--- src/hdl/wtp_regs.svh ---
// register offsets, field positions and fixed values of the wide timer
// assumes: included by bare name from hdl files
`ifndef WTP_REGS_SVH
`define WTP_REGS_SVH

// apb byte offsets
`define WTP_OFS_CTRL   8'h00
`define WTP_OFS_COUNT  8'h04
`define WTP_OFS_CMPA   8'h08
`define WTP_OFS_CMPB   8'h0C
`define WTP_OFS_CAPT   8'h10
`define WTP_OFS_FLAGS  8'h14
`define WTP_OFS_STAT   8'h18

// control field positions
`define WTP_CTRL_MODE  0
`define WTP_CTRL_ACTA  4
`define WTP_CTRL_ACTB  6
`define WTP_CTRL_PSC   8
`define WTP_CTRL_DIRA  12
`define WTP_CTRL_DIRB  13
`define WTP_CTRL_RST   14'h0000

// flag bit positions
`define WTP_FLG_OVF    0
`define WTP_FLG_PRI    1
`define WTP_FLG_CHB    2
`define WTP_FLG_CAP    3

// waveform mode select codes
`define WTP_MODE_CTCA  4'h4
`define WTP_MODE_CTCI  4'hC
`define WTP_MODE_PWM8  4'h5
`define WTP_MODE_PWM9  4'h6
`define WTP_MODE_PWM10 4'h7
`define WTP_MODE_PWMI  4'hE
`define WTP_MODE_PWMA  4'hF

// fixed tops and counter limits
`define WTP_TOP_8      16'h00FF
`define WTP_TOP_9      16'h01FF
`define WTP_TOP_10     16'h03FF
`define WTP_MAX        16'hFFFF
`define WTP_BOTTOM     16'h0000

// output action codes
`define WTP_ACT_NONE   2'h0
`define WTP_ACT_TOGL   2'h1
`define WTP_ACT_TWO    2'h2
`define WTP_ACT_THREE  2'h3

// prescaler select codes: 0 stop, 1..5 divide by 1, 8, 64, 256, 1024
`define WTP_PSC_OFF    3'h0
`define WTP_PSC_1      3'h1
`define WTP_PSC_8      3'h2
`define WTP_PSC_64     3'h3
`define WTP_PSC_256    3'h4
`define WTP_PSC_1024   3'h5

`endif

--- src/hdl/wtp_pkg.sv ---
// types shared by the wide timer files
// assumes: compiled before any wide timer module
`default_nettype none
package wtp_pkg;
    // counting class derived from the mode select
    typedef enum logic [1:0] {
        WTP_CLS_FREE,   // unsupported modes, plain wrap
        WTP_CLS_CTC,    // clear on match
        WTP_CLS_PWM     // single-slope fast pwm
    } wtp_cls_t;
endpackage
`default_nettype wire

--- src/hdl/wtp_channel.sv ---
// one compare output unit: waveform level of one channel
// assumes: tick, match and top_hit come from the counter on pclk
`default_nettype none
`include "wtp_regs.svh"
module wtp_channel
    import wtp_pkg::*;
(
    input  wire logic       pclk,
    input  wire logic       presetn,
    input  wire logic       tick,       // prescaled timer step
    input  wire logic       match,      // counter equals compare
    input  wire logic       top_hit,    // pwm top reached on a tick
    input  wire wtp_cls_t   cls,        // counting class
    input  wire logic [1:0] action,     // channel_output_action
    input  wire logic       toggle_en,  // toggle allowed in this mode
    output logic            wave        // channel_wave_output level
);
    logic wave_q;   // waveform state
    logic wave_d;   // next waveform state

    ////////////////////////////////////////////////////////////////////
    // next level; action read live so a new one acts at next match
    always_comb begin
        wave_d = wave_q;
        if (tick) begin
            if (cls == WTP_CLS_PWM) begin
                // restart edge first, match below overrides it
                if (top_hit) begin
                    if (action == `WTP_ACT_TWO) begin
                        wave_d = 1'b0;
                    end else if (action == `WTP_ACT_THREE) begin
                        wave_d = 1'b1;
                    end
                end
                // match beats top so compare == top holds a level
                if (match) begin
                    case (action)
                        `WTP_ACT_TOGL:  wave_d = toggle_en ? ~wave_q : wave_q;
                        `WTP_ACT_TWO:   wave_d = 1'b1;
                        `WTP_ACT_THREE: wave_d = 1'b0;
                        default:        wave_d = wave_q;
                    endcase
                end
            end else if (cls == WTP_CLS_CTC && match) begin
                case (action)
                    `WTP_ACT_TOGL:  wave_d = toggle_en ? ~wave_q : wave_q;
                    `WTP_ACT_TWO:   wave_d = 1'b0;
                    `WTP_ACT_THREE: wave_d = 1'b1;
                    default:        wave_d = wave_q;
                endcase
            end
        end
    end

    // waveform register
    always_ff @(posedge pclk or negedge presetn) begin
        if (!presetn) begin
            wave_q <= 1'b0;
        end else begin
            wave_q <= wave_d;
        end
    end

    assign wave = wave_q;

    ////////////////////////////////////////////////////////////////////
    // toggle action inverts the level on a ctc match
    property p_ctc_toggle;
        @(posedge pclk) disable iff (!presetn)
        (tick && match && cls == WTP_CLS_CTC && action == `WTP_ACT_TOGL && toggle_en)
            |=> (wave_q != $past(wave_q));
    endproperty
    a_ctc_toggle: assert property (p_ctc_toggle)
        else $error("ctc toggle did not invert the output");

    // action none leaves the level unchanged
    property p_no_action;
        @(posedge pclk) disable iff (!presetn)
        (action == `WTP_ACT_NONE) |=> $stable(wave_q);
    endproperty
    a_no_action: assert property (p_no_action)
        else $error("output changed with action none");
endmodule
`default_nettype wire

--- src/hdl/wtp_top.sv ---
// wide timer waveform block: ctc and fast pwm with apb registers
// assumes: apb master on pclk, pins driven through the wave ports
`default_nettype none
`include "wtp_regs.svh"
module wtp_top
    import wtp_pkg::*;
(
    input  wire logic        pclk,
    input  wire logic        presetn,
    input  wire logic        psel,
    input  wire logic        penable,
    input  wire logic        pwrite,
    input  wire logic [7:0]  paddr,
    input  wire logic [31:0] pwdata,
    output logic      [31:0] prdata,
    output logic             pready,
    output logic             pslverr,
    output logic             primary_wave_output,
    output logic             primary_wave_oe,
    output logic             channel_wave_output,
    output logic             channel_wave_oe
);
    ////////////////////////////////////////////////////////////////////
    // declarations
    logic [13:0] ctrl_q;        // control word
    logic [15:0] cnt_q;         // wide_counter_value
    logic [15:0] cnt_d;         // next count
    logic [15:0] cmpa_buf_q;    // primary compare buffer
    logic [15:0] cmpa_act_q;    // active primary_compare_value
    logic [15:0] cmpb_buf_q;    // channel compare buffer
    logic [15:0] cmpb_act_q;    // active channel_compare_value
    logic [15:0] capt_q;        // capture_top_register
    logic [3:0]  flag_q;        // sticky flags
    logic [3:0]  flag_set;      // hardware set terms
    logic [31:0] prdata_q;      // registered read data
    logic [9:0]  psc_q;         // prescaler count
    logic        tick;          // prescaled timer step
    logic [3:0]  mode;          // waveform_mode_select
    wtp_cls_t    cls;           // counting class
    logic [15:0] top;           // current top
    logic        at_top;        // count equals top
    logic        top_hit;       // pwm top on a tick
    logic        match_a;       // primary compare match
    logic        match_b;       // channel compare match
    logic        wave_a;        // primary waveform state
    logic        wave_b;        // channel waveform state
    logic        wr_en;         // apb write strobe
    logic        rd_setup;      // apb read setup phase
    logic        mapped;        // address decodes

    ////////////////////////////////////////////////////////////////////
    // helpers
    // top value per mode
    function automatic logic [15:0] top_of(input logic [3:0]  m,
                                           input logic [15:0] ca,
                                           input logic [15:0] ic);
        if (m == `WTP_MODE_CTCA || m == `WTP_MODE_PWMA) begin
            top_of = ca;
        end else if (m == `WTP_MODE_CTCI || m == `WTP_MODE_PWMI) begin
            top_of = ic;
        end else if (m == `WTP_MODE_PWM8) begin
            top_of = `WTP_TOP_8;
        end else if (m == `WTP_MODE_PWM9) begin
            top_of = `WTP_TOP_9;
        end else if (m == `WTP_MODE_PWM10) begin
            top_of = `WTP_TOP_10;
        end else begin
            top_of = `WTP_MAX;
        end
    endfunction

    // compare write masked to a fixed top width
    function automatic logic [15:0] mask_cmp(input logic [3:0]  m,
                                             input logic [15:0] v);
        if (m == `WTP_MODE_PWM8) begin
            mask_cmp = v & `WTP_TOP_8;
        end else if (m == `WTP_MODE_PWM9) begin
            mask_cmp = v & `WTP_TOP_9;
        end else if (m == `WTP_MODE_PWM10) begin
            mask_cmp = v & `WTP_TOP_10;
        end else begin
            mask_cmp = v;
        end
    endfunction

    ////////////////////////////////////////////////////////////////////
    // mode decode
    assign mode = ctrl_q[`WTP_CTRL_MODE +: 4];

    // class from mode select
    always_comb begin
        if (mode == `WTP_MODE_CTCA || mode == `WTP_MODE_CTCI) begin
            cls = WTP_CLS_CTC;
        end else if (mode == `WTP_MODE_PWM8 || mode == `WTP_MODE_PWM9 ||
                     mode == `WTP_MODE_PWM10 || mode == `WTP_MODE_PWMI ||
                     mode == `WTP_MODE_PWMA) begin
            cls = WTP_CLS_PWM;
        end else begin
            cls = WTP_CLS_FREE;
        end
    end

    // top and compare events; any 16-bit register top allowed
    assign top     = top_of(mode, cmpa_act_q, capt_q);
    assign at_top  = (cnt_q == top);
    assign top_hit = tick && cls == WTP_CLS_PWM && at_top;
    assign match_a = (cnt_q == cmpa_act_q);
    assign match_b = (cnt_q == cmpb_act_q);

    ////////////////////////////////////////////////////////////////////
    // prescaler: free count, tick on divider terminal
    always_ff @(posedge pclk or negedge presetn) begin
        if (!presetn) begin
            psc_q <= 10'h000;
        end else begin
            psc_q <= psc_q + 10'h001;
        end
    end

    // tick select
    always_comb begin
        case (ctrl_q[`WTP_CTRL_PSC +: 3])
            `WTP_PSC_1:    tick = 1'b1;
            `WTP_PSC_8:    tick = (psc_q[2:0] == 3'h7);
            `WTP_PSC_64:   tick = (psc_q[5:0] == 6'h3F);
            `WTP_PSC_256:  tick = (psc_q[7:0] == 8'hFF);
            `WTP_PSC_1024: tick = (psc_q == 10'h3FF);
            default:       tick = 1'b0; // stopped
        endcase
    end

    ////////////////////////////////////////////////////////////////////
    // apb decode; zero wait states
    assign wr_en    = psel && penable && pwrite;
    assign rd_setup = psel && !penable && !pwrite;
    assign pready   = 1'b1;
    assign prdata   = prdata_q;

    // address map check
    always_comb begin
        if (paddr == `WTP_OFS_CTRL || paddr == `WTP_OFS_COUNT) begin
            mapped = 1'b1;
        end else if (paddr == `WTP_OFS_CMPA || paddr == `WTP_OFS_CMPB) begin
            mapped = 1'b1;
        end else if (paddr == `WTP_OFS_CAPT || paddr == `WTP_OFS_FLAGS) begin
            mapped = 1'b1;
        end else if (paddr == `WTP_OFS_STAT) begin
            mapped = 1'b1;
        end else begin
            mapped = 1'b0;
        end
    end
    assign pslverr = psel && penable && !mapped;

    // read data captured in the setup phase
    always_ff @(posedge pclk or negedge presetn) begin
        if (!presetn) begin
            prdata_q <= 32'h0000_0000;
        end else if (rd_setup) begin
            if (paddr == `WTP_OFS_CTRL) begin
                prdata_q <= {18'h00000, ctrl_q};
            end else if (paddr == `WTP_OFS_COUNT) begin
                prdata_q <= {16'h0000, cnt_q};
            end else if (paddr == `WTP_OFS_CMPA) begin
                prdata_q <= {16'h0000, cmpa_buf_q};
            end else if (paddr == `WTP_OFS_CMPB) begin
                prdata_q <= {16'h0000, cmpb_buf_q};
            end else if (paddr == `WTP_OFS_CAPT) begin
                prdata_q <= {16'h0000, capt_q};
            end else if (paddr == `WTP_OFS_FLAGS) begin
                prdata_q <= {28'h0000000, flag_q};
            end else if (paddr == `WTP_OFS_STAT) begin
                prdata_q <= {30'h00000000, wave_b, wave_a};
            end else begin
                prdata_q <= 32'h0000_0000; // unmapped
            end
        end
    end

    ////////////////////////////////////////////////////////////////////
    // control register
    always_ff @(posedge pclk or negedge presetn) begin
        if (!presetn) begin
            ctrl_q <= `WTP_CTRL_RST;
        end else if (wr_en && paddr == `WTP_OFS_CTRL) begin
            ctrl_q <= pwdata[13:0];
        end
    end

    // capture register written directly, acts as top at once
    always_ff @(posedge pclk or negedge presetn) begin
        if (!presetn) begin
            capt_q <= `WTP_BOTTOM;
        end else if (wr_en && paddr == `WTP_OFS_CAPT) begin
            capt_q <= pwdata[15:0];
        end
    end

    // compare buffers take software writes
    always_ff @(posedge pclk or negedge presetn) begin
        if (!presetn) begin
            cmpa_buf_q <= `WTP_BOTTOM;
            cmpb_buf_q <= `WTP_BOTTOM;
        end else if (wr_en && paddr == `WTP_OFS_CMPA) begin
            cmpa_buf_q <= mask_cmp(mode, pwdata[15:0]);
        end else if (wr_en && paddr == `WTP_OFS_CMPB) begin
            cmpb_buf_q <= mask_cmp(mode, pwdata[15:0]);
        end
    end

    // active compares: copied at top in pwm, follow buffer otherwise
    always_ff @(posedge pclk or negedge presetn) begin
        if (!presetn) begin
            cmpa_act_q <= `WTP_BOTTOM;
            cmpb_act_q <= `WTP_BOTTOM;
        end else if (cls != WTP_CLS_PWM) begin
            cmpa_act_q <= cmpa_buf_q;
            cmpb_act_q <= cmpb_buf_q;
        end else if (top_hit) begin
            cmpa_act_q <= cmpa_buf_q;
            cmpb_act_q <= cmpb_buf_q;
        end
    end

    ////////////////////////////////////////////////////////////////////
    // counter next value
    always_comb begin
        cnt_d = cnt_q;
        if (wr_en && paddr == `WTP_OFS_COUNT) begin
            cnt_d = pwdata[15:0];
        end else if (tick) begin
            if (cls != WTP_CLS_FREE && at_top) begin
                cnt_d = `WTP_BOTTOM;
            end else begin
                cnt_d = cnt_q + 16'h0001;
            end
        end
    end

    // counter register
    always_ff @(posedge pclk or negedge presetn) begin
        if (!presetn) begin
            cnt_q <= `WTP_BOTTOM;
        end else begin
            cnt_q <= cnt_d;
        end
    end

    ////////////////////////////////////////////////////////////////////
    // flag set terms, all on ticks
    always_comb begin
        flag_set = 4'h0;
        if (tick) begin
            if (cls == WTP_CLS_PWM) begin
                flag_set[`WTP_FLG_OVF] = at_top;
            end else begin
                flag_set[`WTP_FLG_OVF] = (cnt_q == `WTP_MAX);
            end
            flag_set[`WTP_FLG_PRI] = match_a;
            flag_set[`WTP_FLG_CHB] = match_b;
            if (mode == `WTP_MODE_CTCI || mode == `WTP_MODE_PWMI) begin
                flag_set[`WTP_FLG_CAP] = at_top;
            end
        end
    end

    // sticky flags, write one clears, set wins
    always_ff @(posedge pclk or negedge presetn) begin
        if (!presetn) begin
            flag_q <= 4'h0;
        end else if (wr_en && paddr == `WTP_OFS_FLAGS) begin
            flag_q <= (flag_q & ~pwdata[3:0]) | flag_set;
        end else begin
            flag_q <= flag_q | flag_set;
        end
    end

    ////////////////////////////////////////////////////////////////////
    // compare output units
    wtp_channel u_chan_a (
        .pclk      (pclk),
        .presetn   (presetn),
        .tick      (tick),
        .match     (match_a),
        .top_hit   (top_hit),
        .cls       (cls),
        .action    (ctrl_q[`WTP_CTRL_ACTA +: 2]),
        .toggle_en (cls == WTP_CLS_CTC || mode == `WTP_MODE_PWMA),
        .wave      (wave_a)
    );

    wtp_channel u_chan_b (
        .pclk      (pclk),
        .presetn   (presetn),
        .tick      (tick),
        .match     (match_b),
        .top_hit   (top_hit),
        .cls       (cls),
        .action    (ctrl_q[`WTP_CTRL_ACTB +: 2]),
        .toggle_en (cls == WTP_CLS_CTC),
        .wave      (wave_b)
    );

    // pin gating by direction bits
    assign primary_wave_oe     = ctrl_q[`WTP_CTRL_DIRA];
    assign channel_wave_oe     = ctrl_q[`WTP_CTRL_DIRB];
    assign primary_wave_output = wave_a & ctrl_q[`WTP_CTRL_DIRA];
    assign channel_wave_output = wave_b & ctrl_q[`WTP_CTRL_DIRB];

    ////////////////////////////////////////////////////////////////////
    // checks
    property p_ctc_clear;
        @(posedge pclk) disable iff (!presetn)
        (tick && mode == `WTP_MODE_CTCA && cnt_q == cmpa_act_q &&
         !(wr_en && paddr == `WTP_OFS_COUNT)) |=> (cnt_q == 16'h0000);
    endproperty
    a_ctc_clear: assert property (p_ctc_clear)
        else $error("ctc counter did not clear at top");

    property p_ctc_ovf;
        @(posedge pclk) disable iff (!presetn)
        (tick && cls == WTP_CLS_CTC && cnt_q == 16'hFFFF) |=> flag_q[0];
    endproperty
    a_ctc_ovf: assert property (p_ctc_ovf)
        else $error("ctc overflow flag missing after wrap");

    property p_pwm_top_flags;
        @(posedge pclk) disable iff (!presetn)
        (top_hit && mode == `WTP_MODE_PWMA) |=> (flag_q[0] && flag_q[1]);
    endproperty
    a_pwm_top_flags: assert property (p_pwm_top_flags)
        else $error("pwm top did not set overflow and primary flags");

    property p_buf_copy;
        @(posedge pclk) disable iff (!presetn)
        top_hit |=> (cmpa_act_q == $past(cmpa_buf_q));
    endproperty
    a_buf_copy: assert property (p_buf_copy)
        else $error("primary compare not copied at top");

    property p_match_flag;
        @(posedge pclk) disable iff (!presetn)
        (tick && match_b) |=> flag_q[2];
    endproperty
    a_match_flag: assert property (p_match_flag)
        else $error("channel match flag not set");

    property p_pin_gate;
        @(posedge pclk) disable iff (!presetn)
        !ctrl_q[12] |-> (!primary_wave_output && !primary_wave_oe);
    endproperty
    a_pin_gate: assert property (p_pin_gate)
        else $error("primary wave visible with direction clear");

    property p_tick_hold;
        @(posedge pclk) disable iff (!presetn)
        (!tick && !(wr_en && paddr == `WTP_OFS_COUNT)) |=> $stable(cnt_q);
    endproperty
    a_tick_hold: assert property (p_tick_hold)
        else $error("counter moved without a tick");

    property p_pwm_step;
        @(posedge pclk) disable iff (!presetn)
        (tick && cls == WTP_CLS_PWM && !at_top && !(wr_en && paddr == `WTP_OFS_COUNT))
            |=> (cnt_q == $past(cnt_q) + 16'h0001);
    endproperty
    a_pwm_step: assert property (p_pwm_step)
        else $error("pwm counter did not step by one");

    property p_mask;
        @(posedge pclk) disable iff (!presetn)
        (wr_en && paddr == `WTP_OFS_CMPB && mode == `WTP_MODE_PWM8)
            |=> (cmpb_buf_q[15:8] == 8'h00);
    endproperty
    a_mask: assert property (p_mask)
        else $error("compare write not masked to fixed top");
endmodule
`default_nettype wire

--- config.mk ---
export PLATFORM = sky130hd
export DESIGN_NAME = wtp_top
export DESIGN_NICKNAME = d
export VERILOG_FILES = /design/src/hdl/wtp_pkg.sv /design/src/hdl/wtp_channel.sv /design/src/hdl/wtp_top.sv
export VERILOG_INCLUDE_DIRS = /design/src /design/src/hdl
export SDC_FILE = /design/constraint.sdc
export NUM_CORES = 1
export LEC_CHECK = 0
export BUFFER_PORTS_ARGS = -buffer_cell sky130_fd_sc_hd__buf_2
export CORE_AREA = 2 2 139 174
export CTS_BUF_LIST = sky130_fd_sc_hd__clkbuf_8
export DETAILED_ROUTE_END_ITERATION = 8
export DIE_AREA = 0 0 141 176
export GPL_TIMING_DRIVEN = 0
export MAX_ROUTING_LAYER = met4
export PLACE_DENSITY_LB_ADDON = 0.1
export SLEW_MARGIN = 20
export SYNTH_ARGS = -nofsm -noshare
export SYNTH_HDL_FRONTEND = slang
export SYNTH_SLANG_ARGS = --single-unit
--- constraint.sdc ---
create_clock -name pclk -period 3.97 [get_ports pclk]
set_clock_uncertainty 0.1 [all_clocks]
set_input_delay 0.5955 -clock pclk [delete_from_list [all_inputs] [get_ports pclk]]
set_output_delay 0.5955 -clock pclk [all_outputs]
set_load 0.01 [all_outputs]
# == After elaboration in Yosys (flattened, before gate mapping) ==
# Index checks and enable logic that the tools add are counted.
# op_classes
bitwise_logic,9
n_addsub,2
n_eq_ne,41
reduce_logical,41
mux,51
# ops
op,n
two-way mux 16 bit,20
== test 16 bit,3
== test 8 x 5 -> 1 bit (second input constant),3
two-way mux 1 bit,20
adder 16 x 1 -> 16 bit (second input constant),1
== test 16 bit (second input constant),1
== test 4 x 3 -> 1 bit (second input constant),4
== test 8 x 4 -> 1 bit (second input constant),2
logical AND 1 bit,16
== test 4 bit (second input constant),3
two-way mux 4 bit,3
one-hot mux 1 bit (3 select lines),4
AND reduction 6 bit,2
logical OR 1 bit,11
adder 10 x 1 -> 10 bit (second input constant),1
== test 10 bit (second input constant),1
== test 2 bit (second input constant),5
nonzero test 2 bit,5
== test 3 bit (second input constant),3
== test 8 x 3 -> 1 bit (second input constant),1
== test 8 bit (second input constant),1
zero test 8 bit,1
!= test 4 x 1 -> 1 bit (second input constant),2
!= test 4 bit (second input constant),2
16 further kinds,29
# totals
in_bits,45
regBits,158

# == Longest topological paths before layout ==
# Gate-level depths: netlist of the first run.
# logic_depth
ltp_word,13
depth_mapped,13
ltp_nobuf,9

# == Hierarchy ==
# From an unflattened synthesis of the first run, not the netlist that was laid out.
# hier_totals
cells_unflattened,866
hier_area_um2,8531.9
# by_module_without_submodules
mod,seq_area_each_um2,area_per_inst_um2,cells_per_inst,instances
wtp_top,3503.4,8299.2,838,1
wtp_channel,25.0,116.4,14,2

# == Worst setup path before layout of the first run ==
# No wires, ideal clock.
# synth_timing
path_kind,register to register
from,register ctrl_q[0]
to,register cnt_q[12]
t_arrival_ns,3.061
path_stages_with_launch,11
setup_slack_ns,0.677
path_buffers,2
cell_sequence,dfrtp_1 > buf_2 > or4_1 > o221ai_1 > o22ai_1 > or4_4 > or4b_1 > or4_1 > buf_2 > a22oi_2 > o21ai_1
# synth_via
elab_chain_cells,12
elab_cells_between_ends,27
classes_between,eq/ne: 8; mux: 10; reduce/logical: 9
# synth_lines
item,line_no,text
from (decl),wtp_top.sv:25,logic [13:0] ctrl_q;
from (signal assigned),wtp_top.sv:184,ctrl_q <= `WTP_CTRL_RST;
from (signal assigned),wtp_top.sv:186,ctrl_q <= pwdata[13:0];
"parallel branches: the longest is 8 deep, another holds two-way mux 16 bit",-,
logical AND 1 bit (*),wtp_top.sv:232,if (cls != WTP_CLS_FREE && at_top) begin
two-way mux 16 bit (*),wtp_top.sv:232,
two-way mux 16 bit (*),wtp_top.sv:231,end else if (tick) begin
two-way mux 16 bit (*),wtp_top.sv:229,if (wr_en && paddr == `WTP_OFS_COUNT) begin
to (signal assigned),wtp_top.sv:243,cnt_q <= `WTP_BOTTOM;
to (signal assigned),wtp_top.sv:245,cnt_q <= cnt_d;
to (decl),wtp_top.sv:26,logic [15:0] cnt_q;
# Every way passes the cells marked *. The select of a mux whose other input is x is not followed.
# A chain may end at the register's enable or synchronous reset.

# == Final worst setup path of the first run ==
# layout_timing
from,register ctrl_q[0]
to,register cnt_q[6]
# Same word-level chain as after synthesis.

==> results of run 1 <==
flip-flops by register name, summed over array words and instances (netlist names), 14 cells and up:
name	flops
ctrl_q	14
cmpb_act_q	16
cmpa_buf_q	16
cmpa_act_q	16
prdata	16
capt_q	16
cmpb_buf_q	16
cnt_q	16
cell usage in the layout (no fill, tap or decap), types with 6 or more instances in the layout:
cell type / Yosys / layout
dfrtp_1: 142 / 142
mux2_2: 77 / 77
nand2_1: 66 / 66
buf_2: 10 / 56
nor2_1: 48 / 48
clkbuf_1: 45 / 43
o21ai_0: 41 / 41
nand3_1: 29 / 29
a31oi_1: 25 / 25
xnor2_1: 24 / 24
xor2_1: 22 / 22
buf_4: 17 / 20
a22oi_1: 18 / 18
conb_1: 2 / 17
clkbuf_8: 0 / 17
a21oi_1: 16 / 16
and3_1: 15 / 15
nor4_1: 16 / 14
nand4_1: 13 / 13
nor3_1: 10 / 10
and2_1: 10 / 10
nor2b_1: 9 / 9
inv_1: 8 / 9
a222oi_1: 9 / 9
a22o_1: 8 / 8
or4_1: 7 / 7
mux2_4: 7 / 7
or2_2: 6 / 6
a221oi_1: 6 / 6
layout make-up:
type	instances	area share
inverters	8	0.00329
flip-flops and latches	142	0.390
plain buffers	77	0.0429
clock inverters	15	0.0141
repair buffers	53	0.0340
clock buffers	17	0.0256
well taps	288	0.0395
multi-input cells	583	0.451
worst max-delay path, cell delays in order, from the launching register on:
cell      delay, ps
dfrtp_1         490
buf_2           280
mux2_2          360
a221oi_1        390
a21oi_1         120
or4_4           460
or4b_1          540
or4_1           470
buf_2           200
o21ai_0         140
nand3_1         110
power groups by stage:
stage               Sequential [µW]  Combinational, µW  Clock [µW]
global route                   1560                832        1190
global placement               1580                734           0
CTS                            1550                740        1150
detailed placement             1580                733           0
finish                         1550                759        1110
floorplan                      1580                466           0
routing by layer:
layer / wire length, µm / GRT usage
met3: 1390 / 0.0331
met5: 0 / -
met2: 13800 / 0.396
met4: 966 / 0.0854
met1: 12200 / 0.303
worst max path at each step:
stage	slack (ps)	cells past startpoint	end
2_1_floorplan	680	10	cnt_q[12]
3_3_place_gp	-100	1	cmpb_buf_q[11]
3_5_place_dp	-30	10	cmpa_act_q[6]
4_1_cts	100	10	cmpa_act_q[6]
5_1_grt	3	10	cnt_q[8]
6_report	190	10	cnt_q[6]
logic make-up (layout without fill, tap and decap cells):
family | Yosys count | after routing | synth area share
fa+ha+maj | 3 | 3 | 0.00470
compound gates | 166 | 166 | 0.143
flops | 142 | 142 | 0.445
buf+inv | 86 | 170 | 0.0528
simple gates | 263 | 263 | 0.177
other cells | 2 | 17 | 0.000940
xor+xnor | 46 | 46 | 0.0504
mux | 88 | 88 | 0.127
through the flow:
step | area, µm² | std cells | TNS, ps
2_1_floorplan | 8050 | 811 | 0
5_1_grt | 9120 | 1183 | 0
4_1_cts | 9080 | 1183 | 0
6_report | 9120 | 1183 | 0
3_5_place_dp | 8700 | 1149 | -203
3_3_place_gp | 8650 | 1147 | -12550
timing repair:
item / CTS / global route
hold buffers: 1 / 0
buffers inserted: 1 / 1
pin swaps: 0 / 1
hold endpoints to repair: 51 / 0
gates resized for setup: 0 / 8
setup endpoints to repair: 25 / 37
==> metrics, run 1 <==
outcome completed; Diodes inserted 0; most common flop cell mapped by yosys dfrtp_1; Post-synth top cells dfrtp_1 (142), mux2_2 (77), nand2_1 (66); tightest hold margin 334 ps; end point of the worst hold path cnt_q[12]; clock sink count 142; CP Max Fanout 10; Gate power share 0.222; Power Internal 2260 µW; Flop pwr share 0.453; wire per inst 24.0 µm; ranking of synthesized cells by area dfrtp_1 (44%), mux2_2 (11%), nand2_1 (3.1%); ANT nets after route 0; Vias/cell 5.69; sequential share of the synthesized area 0.445; share of post-route cells with drive strength above 1 0.248; Post-Syn Area per Cell 10.0 µm²; DP Worst Slack -29.9 ps; worst slew pin tran around 1200 ps; num ports 83; Yosys reg bits 142; max-cap viol count 0; Die H 176 µm; vias between 6000 and 7000; Crit path arrival time 4020 ps; Worst-path clk slew approximately 90 ps; Seq. cell area 0.00355 mm²; Buffers on Ports 48; RSZ-0062 raised after global routing false; GRT Residual Overflow 0; largest net degree at the start of global routing 92; crit path kind register to register; Tcrit/Tclk final 0.952; switching pwr approximately 1200 µW; most common cell in the synthesized netlist dfrtp_1; # rows 62; Tot Pwr 3420 µW; FFs w/ async S/R, synth 1.00; final net count between 900 and 1000; maximum root-to-sink buffer count 2; R2R Setup Slk 190 ps; Residual DRC 0; CTS buffer count 17; hold path start pwdata[12]; Detailed Place HPWL around 21000 µm; endpoint type of the worst setup path register; Fin. Hold Viols 0; crit path time final 3780 ps; biggest area consumer among synthesized cells dfrtp_1; die width 141 µm; DRT Pass-1 Iters 8; H-tree levels 4; gr usage total 0.240; fin worst setup slack 189 ps; crit start category register; distinct cell type count after synthesis 67; Post-Route WL 28400 µm; worst r2r dst cnt_q[6]; Synth-to-Final Area Change 14.2%; die area 0.0248 mm²; hold depth 3; switch share 0.341; clock group share of total power 0.325; final core occ 0.396; fin. max-slew vios 0; origin of the critical flop-to-flop path ctrl_q[0]; Initial Util 0.347; worst setup path start ctrl_q[0]; clk_lat worst skew 470 ps; initial antenna violation count 0; P per Cell Area approximately 380 mW/mm²; first-pass GRT wire length 42500 µm; HP Class input pin to register; vias in the first global route 6600; area of the multi-input gates 0.00411 mm²; number of flops mapped to enable cells by yosys 0; cells after synthesis just under 800; final setup fails 0; warnings from Yosys 0; core area 0.0230 mm²; FMAX 264 MHz; worst path required time 4200 ps; Detailed Route Iter0 Violations approximately 670; Mapped Area 0.00799 mm²; Lkg Pwr just over 0.004 µW; Peak supply drop 0.188 mV; RD Place Congestion approximately 0.92; Max-slew headroom 0.205; Synth top area share 0.445; Fillers 2325; reg2reg path depth 10; CTS root buffer clkbuf_8; CTS tree yes
Note: power is estimated with default switching activity, not from simulation.
==> run 2, diff against run 1 <==
Settings changed: CTS_BUF_LIST sky130_fd_sc_hd__clkbuf_8 to sky130_fd_sc_hd__clkbuf_16.
==> run 2 against run 1 <==
Non-clock buffer count did not move. Worst hold slack improved by 32 ps. Via count rose by 0.22%. Sequential cell count did not move. Final area rose by 2.1%. Register-to-register slack got worse by 50 ps. Critical path depth did not move. Largest cell class unchanged.
==> metrics, run 2 (synthesis gave the netlist of run 1 again) <==
worst path required time 4170 ps; origin of the critical flop-to-flop path ctrl_q[0]; H-tree levels 4; DRT Pass-1 Iters 5; endpoint type of the worst setup path register; Initial Util 0.347; R2R Setup Slk 140 ps; reg2reg path depth 10; area of the multi-input gates just over 0.004 mm²; most frequent cell on the critical path buf_2; Max-slew headroom 0.225; Post-Route WL 28300 µm; GRT Residual Overflow 0; highest metal used met4; final core occ 0.404; outcome completed; met1 wire length 12100 µm; gr usage total 0.240; tightest hold margin 366 ps; die area 0.0248 mm²; max-cap viol count 0; dpl cell area a little under 0.009 mm²; Crit path arrival time 4030 ps; ANT nets after route 0; final setup fails 0; Fin. Hold Viols 0; num ports 83; vias in the first global route ~6600; first-pass GRT wire length 42500 µm; Fillers 2298; vias between 6000 and 7000; clk_lat worst skew 440 ps; Seq. cell area 0.00355 mm²; CP Max Fanout 10; die width roughly 140 µm; Vias/cell around 5.7; # rows 62; Synth-to-Final Area Change 16.5%; Diodes inserted 0; final net count 930; Peak supply drop approximately 0.31 mV; CTS buffer count 17; Buffers on Ports 48; RSZ-0062 raised after global routing false; DP Worst Slack -29.9 ps; crit path time final 3830 ps; Critical Path Max Stage Delay 540 ps; WL met2 approximately 14000 µm; Critical-path top delay cell or4b_1; maximum root-to-sink buffer count 2; Worst-path clk slew 70 ps; post-route cell area 0.00931 mm²; Die H between 150 and 200 µm; share of post-route cells with drive strength above 1 0.248; Lkg Pwr 0.00413 µW; most frequent cells in the layout dfrtp_1 (142), mux2_2 (77), nand2_1 (66); Tcrit/Tclk final 0.965; crit path capture cnt_q[6]; met3 WL post-DR 1260 µm; worst r2r dst cnt_q[6]; most common cell after layout, fill and taps aside dfrtp_1; core area 0.0230 mm²; clock sink count 142; crit path kind register to register; CTS root buffer clkbuf_16; P per Cell Area 413 mW/mm²; Detailed Place HPWL 21000 µm; CTS tree yes; Tot Pwr 3850 µW; largest net degree at the start of global routing 92; worst slew pin tran 1150 ps; wire per inst 23.9 µm; fin worst setup slack 138 ps; worst-path cell chain buf_2 > mux2_2 > a221oi_1 > a21oi_1 > or4_4 > or4b_1 > or4_1 > buf_2 > o21ai_0 > nand3_1; crit start category register; fin. max-slew vios 0; Detailed Route Iter0 Violations 572; FMAX 261 MHz; worst setup path start ctrl_q[0]; RD Place Congestion 0.916; HP Class input pin to register; Residual DRC 0; initial antenna violation count 0
## run 2: changes by cell type in the layout (fill, tap and decap cells not counted)
cell / before / now
clkbuf_8: 17 / 0
clkbuf_16: 0 / 17
## run 2: worst min path at each step
| stage | start | to | depth (start not counted) |
|---|---|---|---|
| finish | pwdata[14] | cnt_q[14] | 3 |
| floorplan | presetn | capt_q[0] | 0 |
| global route | pwdata[12] | cnt_q[12] | 3 |
| detailed placement | psc_q[9] | psc_q[9] | 1 |
| global placement | flag_q[1] | flag_q[1] | 1 |
| CTS | pwdata[12] | cnt_q[12] | 3 |
## run 2: per-stage QoR
| step | cells | TNS [ps] |
|---|---|---|
| floorplan | 811 | 0 |
| global placement | 1147 | -12550 |
| detailed placement | 1149 | -203 |
| CTS | 1183 | 0 |
| global route | 1183 | 0 |
| finish | 1183 | 0 |
## run 2: report_power, final
group          switching (µW)  total, µW  leakage, µW  internal, µW
registers                40.6       1550      0.00185          1510
logic                     466        759      0.00201           294
clock network             715       1530     0.000263           819
## run 2: area by class of cell
class / instances / share of cell area
plain buffers: 77 / 0.0420
flip-flops and latches: 142 / 0.382
multi-input cells: 583 / 0.442
well taps: 288 / 0.0387
repair buffers: 53 / 0.0333
clock inverters: 15 / 0.0138
clock buffers: 17 / 0.0457
inverters: 8 / 0.00322
## run 2: what timing repair did
action	in CTS	in global routing
hold buffers	1	0
gates resized for setup	0	8
buffers inserted	1	1
pin swaps	0	1
hold endpoints to repair	24	0
setup endpoints to repair	26	37
## run 2: critical path: cells and delay by family, from the launching register on
family                 cells  cell delay [ps]
flip-flops                 1              500
AND/OR/NAND/NOR            4             1580
multiplexers               1              360
AO/OA/AOI/OAI              3              670
buffers and inverters      2              490
## run 2: routing by layer
layer / GRT usage / vias up
met5: - / -
met4: 0.0808 / 0
met3: 0.0312 / 49
met2: 0.400 / 236
met1: 0.302 / 3386
li1: - / 3077
==> run 3, diff against run 2 <==
Settings changed: CORE_AREA 2 2 139 174 to 2 2 155 157, DIE_AREA 0 0 141 176 to 0 0 157 159.
==> run 3 against run 2 <==
Maximum frequency fell by 0.39%. Utilization fell by 0.14 points. Final cell count rose by 2.5%. Via count fell by 0.10%. Worst setup slack got worse by 15 ps. Clock power barely moved. Routed wire length rose by 0.70%. Clock-buffer cell count did not move. Non-clock buffer count did not move. Sequential share of layout area fell by 0.12 points. Sequential cell count did not move. Critical endpoint is now cmpa_act_q[6]. Largest power group unchanged. Highest routed layer unchanged.
==> metrics, run 3 (synthesis gave the netlist of run 1 again) <==
Buffers on Ports 48; final net count 930; vias in the first global route around 6400; # placed instances ~1200; Tot Pwr roughly 3800 µW; CTS buffer count 17; RSZ-0062 raised after global routing false; share of post-route cells with drive strength above 1 0.244; fin. max-slew vios 0; # rows 56; Tcrit/Tclk final 0.969; most frequent cells in the layout dfrtp_1 (142), mux2_2 (77), nand2_1 (66); setup TNS 0 ps; crit path time final 3850 ps; crit start category register; maximum root-to-sink buffer count 2; die area 0.0250 mm²; Initial Util 0.345; DRT Pass-1 Iters 8; non-filler cells, final between 1000 and 1500; H-tree levels 4; CTS root buffer clkbuf_16; Post-Route WL 28500 µm; clock sink count 142; num ports 83; CP Max Fanout 10; max-cap viol count 0; post-route cell area approximately 0.0093 mm²; Fillers 2337; crit path kind register to register; initial antenna violation count 1; Crit path arrival time 4050 ps; Residual DRC 0; die width roughly 160 µm; vias 6741; Lkg Pwr 0.00413 µW; largest net degree at the start of global routing 94; Die H 159 µm; GRT Residual Overflow 0; worst path required time around 4200 ps; final setup fails 0; wire per inst 23.5 µm; P per Cell Area 411 mW/mm²; Peak supply drop 0.239 mV; endpoint type of the worst setup path register; FMAX 260 MHz; ANT nets after route 0; most common cell after layout, fill and taps aside dfrtp_1; gr usage total 0.239; Vias/cell 5.56; Max-slew headroom 0.288; Synth-to-Final Area Change 16.9%; Detailed Route Iter0 Violations 662; clk_lat worst skew roughly 430 ps; worst slew pin tran between 1000 and 1500 ps; Detailed Place HPWL roughly 21000 µm; fin worst setup slack ~120 ps; HP Class register to register; first-pass GRT wire length 42300 µm; CTS tree yes; outcome completed; dpl cell area 0.00875 mm²; Worst-path clk slew 70 ps; RD Place Congestion between 0.9 and 1; DP Worst Slack -105 ps; Fin. Hold Viols 0; core area 0.0232 mm²
[run 3: what timing repair did]
item | in CTS | in global routing
resized for setup | 0 | 7
setup buffers | 1 | 0
hold endpoints to repair | 12 | 0
setup endpoints to repair | 29 | 37
hold buffers | 1 | 0
[run 3: cell type report]
cell class	instances	area, µm²	area share
clock inverter	12	123	0.0131
antenna	1	2.50	0.000268
tap	319	399	0.0427
multi-input combinational	583	4110	0.440
sequential	142	3550	0.380
buffer	77	389	0.0416
clock buffer	17	425	0.0455
inverter	8	30.0	0.00321
timing repair buffer	53	308	0.0329
[run 3: layer usage]
layer  vias to the layer above  GRT usage  wire length, µm
met5                         -          -                0
met4                         0     0.0826              917
met3                        38     0.0365             1360
met2                       227      0.360            13000
met1                      3404      0.327            13200
li1                       3072          -                -
[run 3: where the power goes]
| group | switching, µW | internal [µW] |
|---|---|---|
| registers | 41.3 | 1510 |
| clock network | 634 | 908 |
| logic | 455 | 285 |
[run 3: path summary, 6_finish.rpt]
kind / cells after the start / slack (ps) / start / endpoint
worst max-delay path: 10 / 120 / ctrl_q[0] / cmpa_act_q[6]
worst min-delay path: 1 / 370 / psc_q[0] / psc_q[0]
worst max register to register: 10 / 120 / ctrl_q[0] / cmpa_act_q[6]
worst min register to register: 1 / 370 / psc_q[0] / psc_q[0]
max in group asynchronous: 3 / 2360 / presetn / cmpa_act_q[8]
min in group asynchronous: 2 / 580 / presetn / cnt_q[0]
[run 3: critical path, cell delays in order (launching register included)]
cell and delay [ps]:
dfrtp_1 500, buf_2 300, mux2_2 370, a221oi_1 380
a21oi_1 120, or4_4 460, nor4b_4 410, nor4b_4 390
nor2_2 170, buf_6 230, mux2_4 300
[run 3: per-stage QoR]
step,hold slack [ps],util
2_1_floorplan,200,-
3_3_place_gp,366,0.375
3_5_place_dp,367,0.377
4_1_cts,366,0.402
5_1_grt,381,0.403
6_report,371,0.403
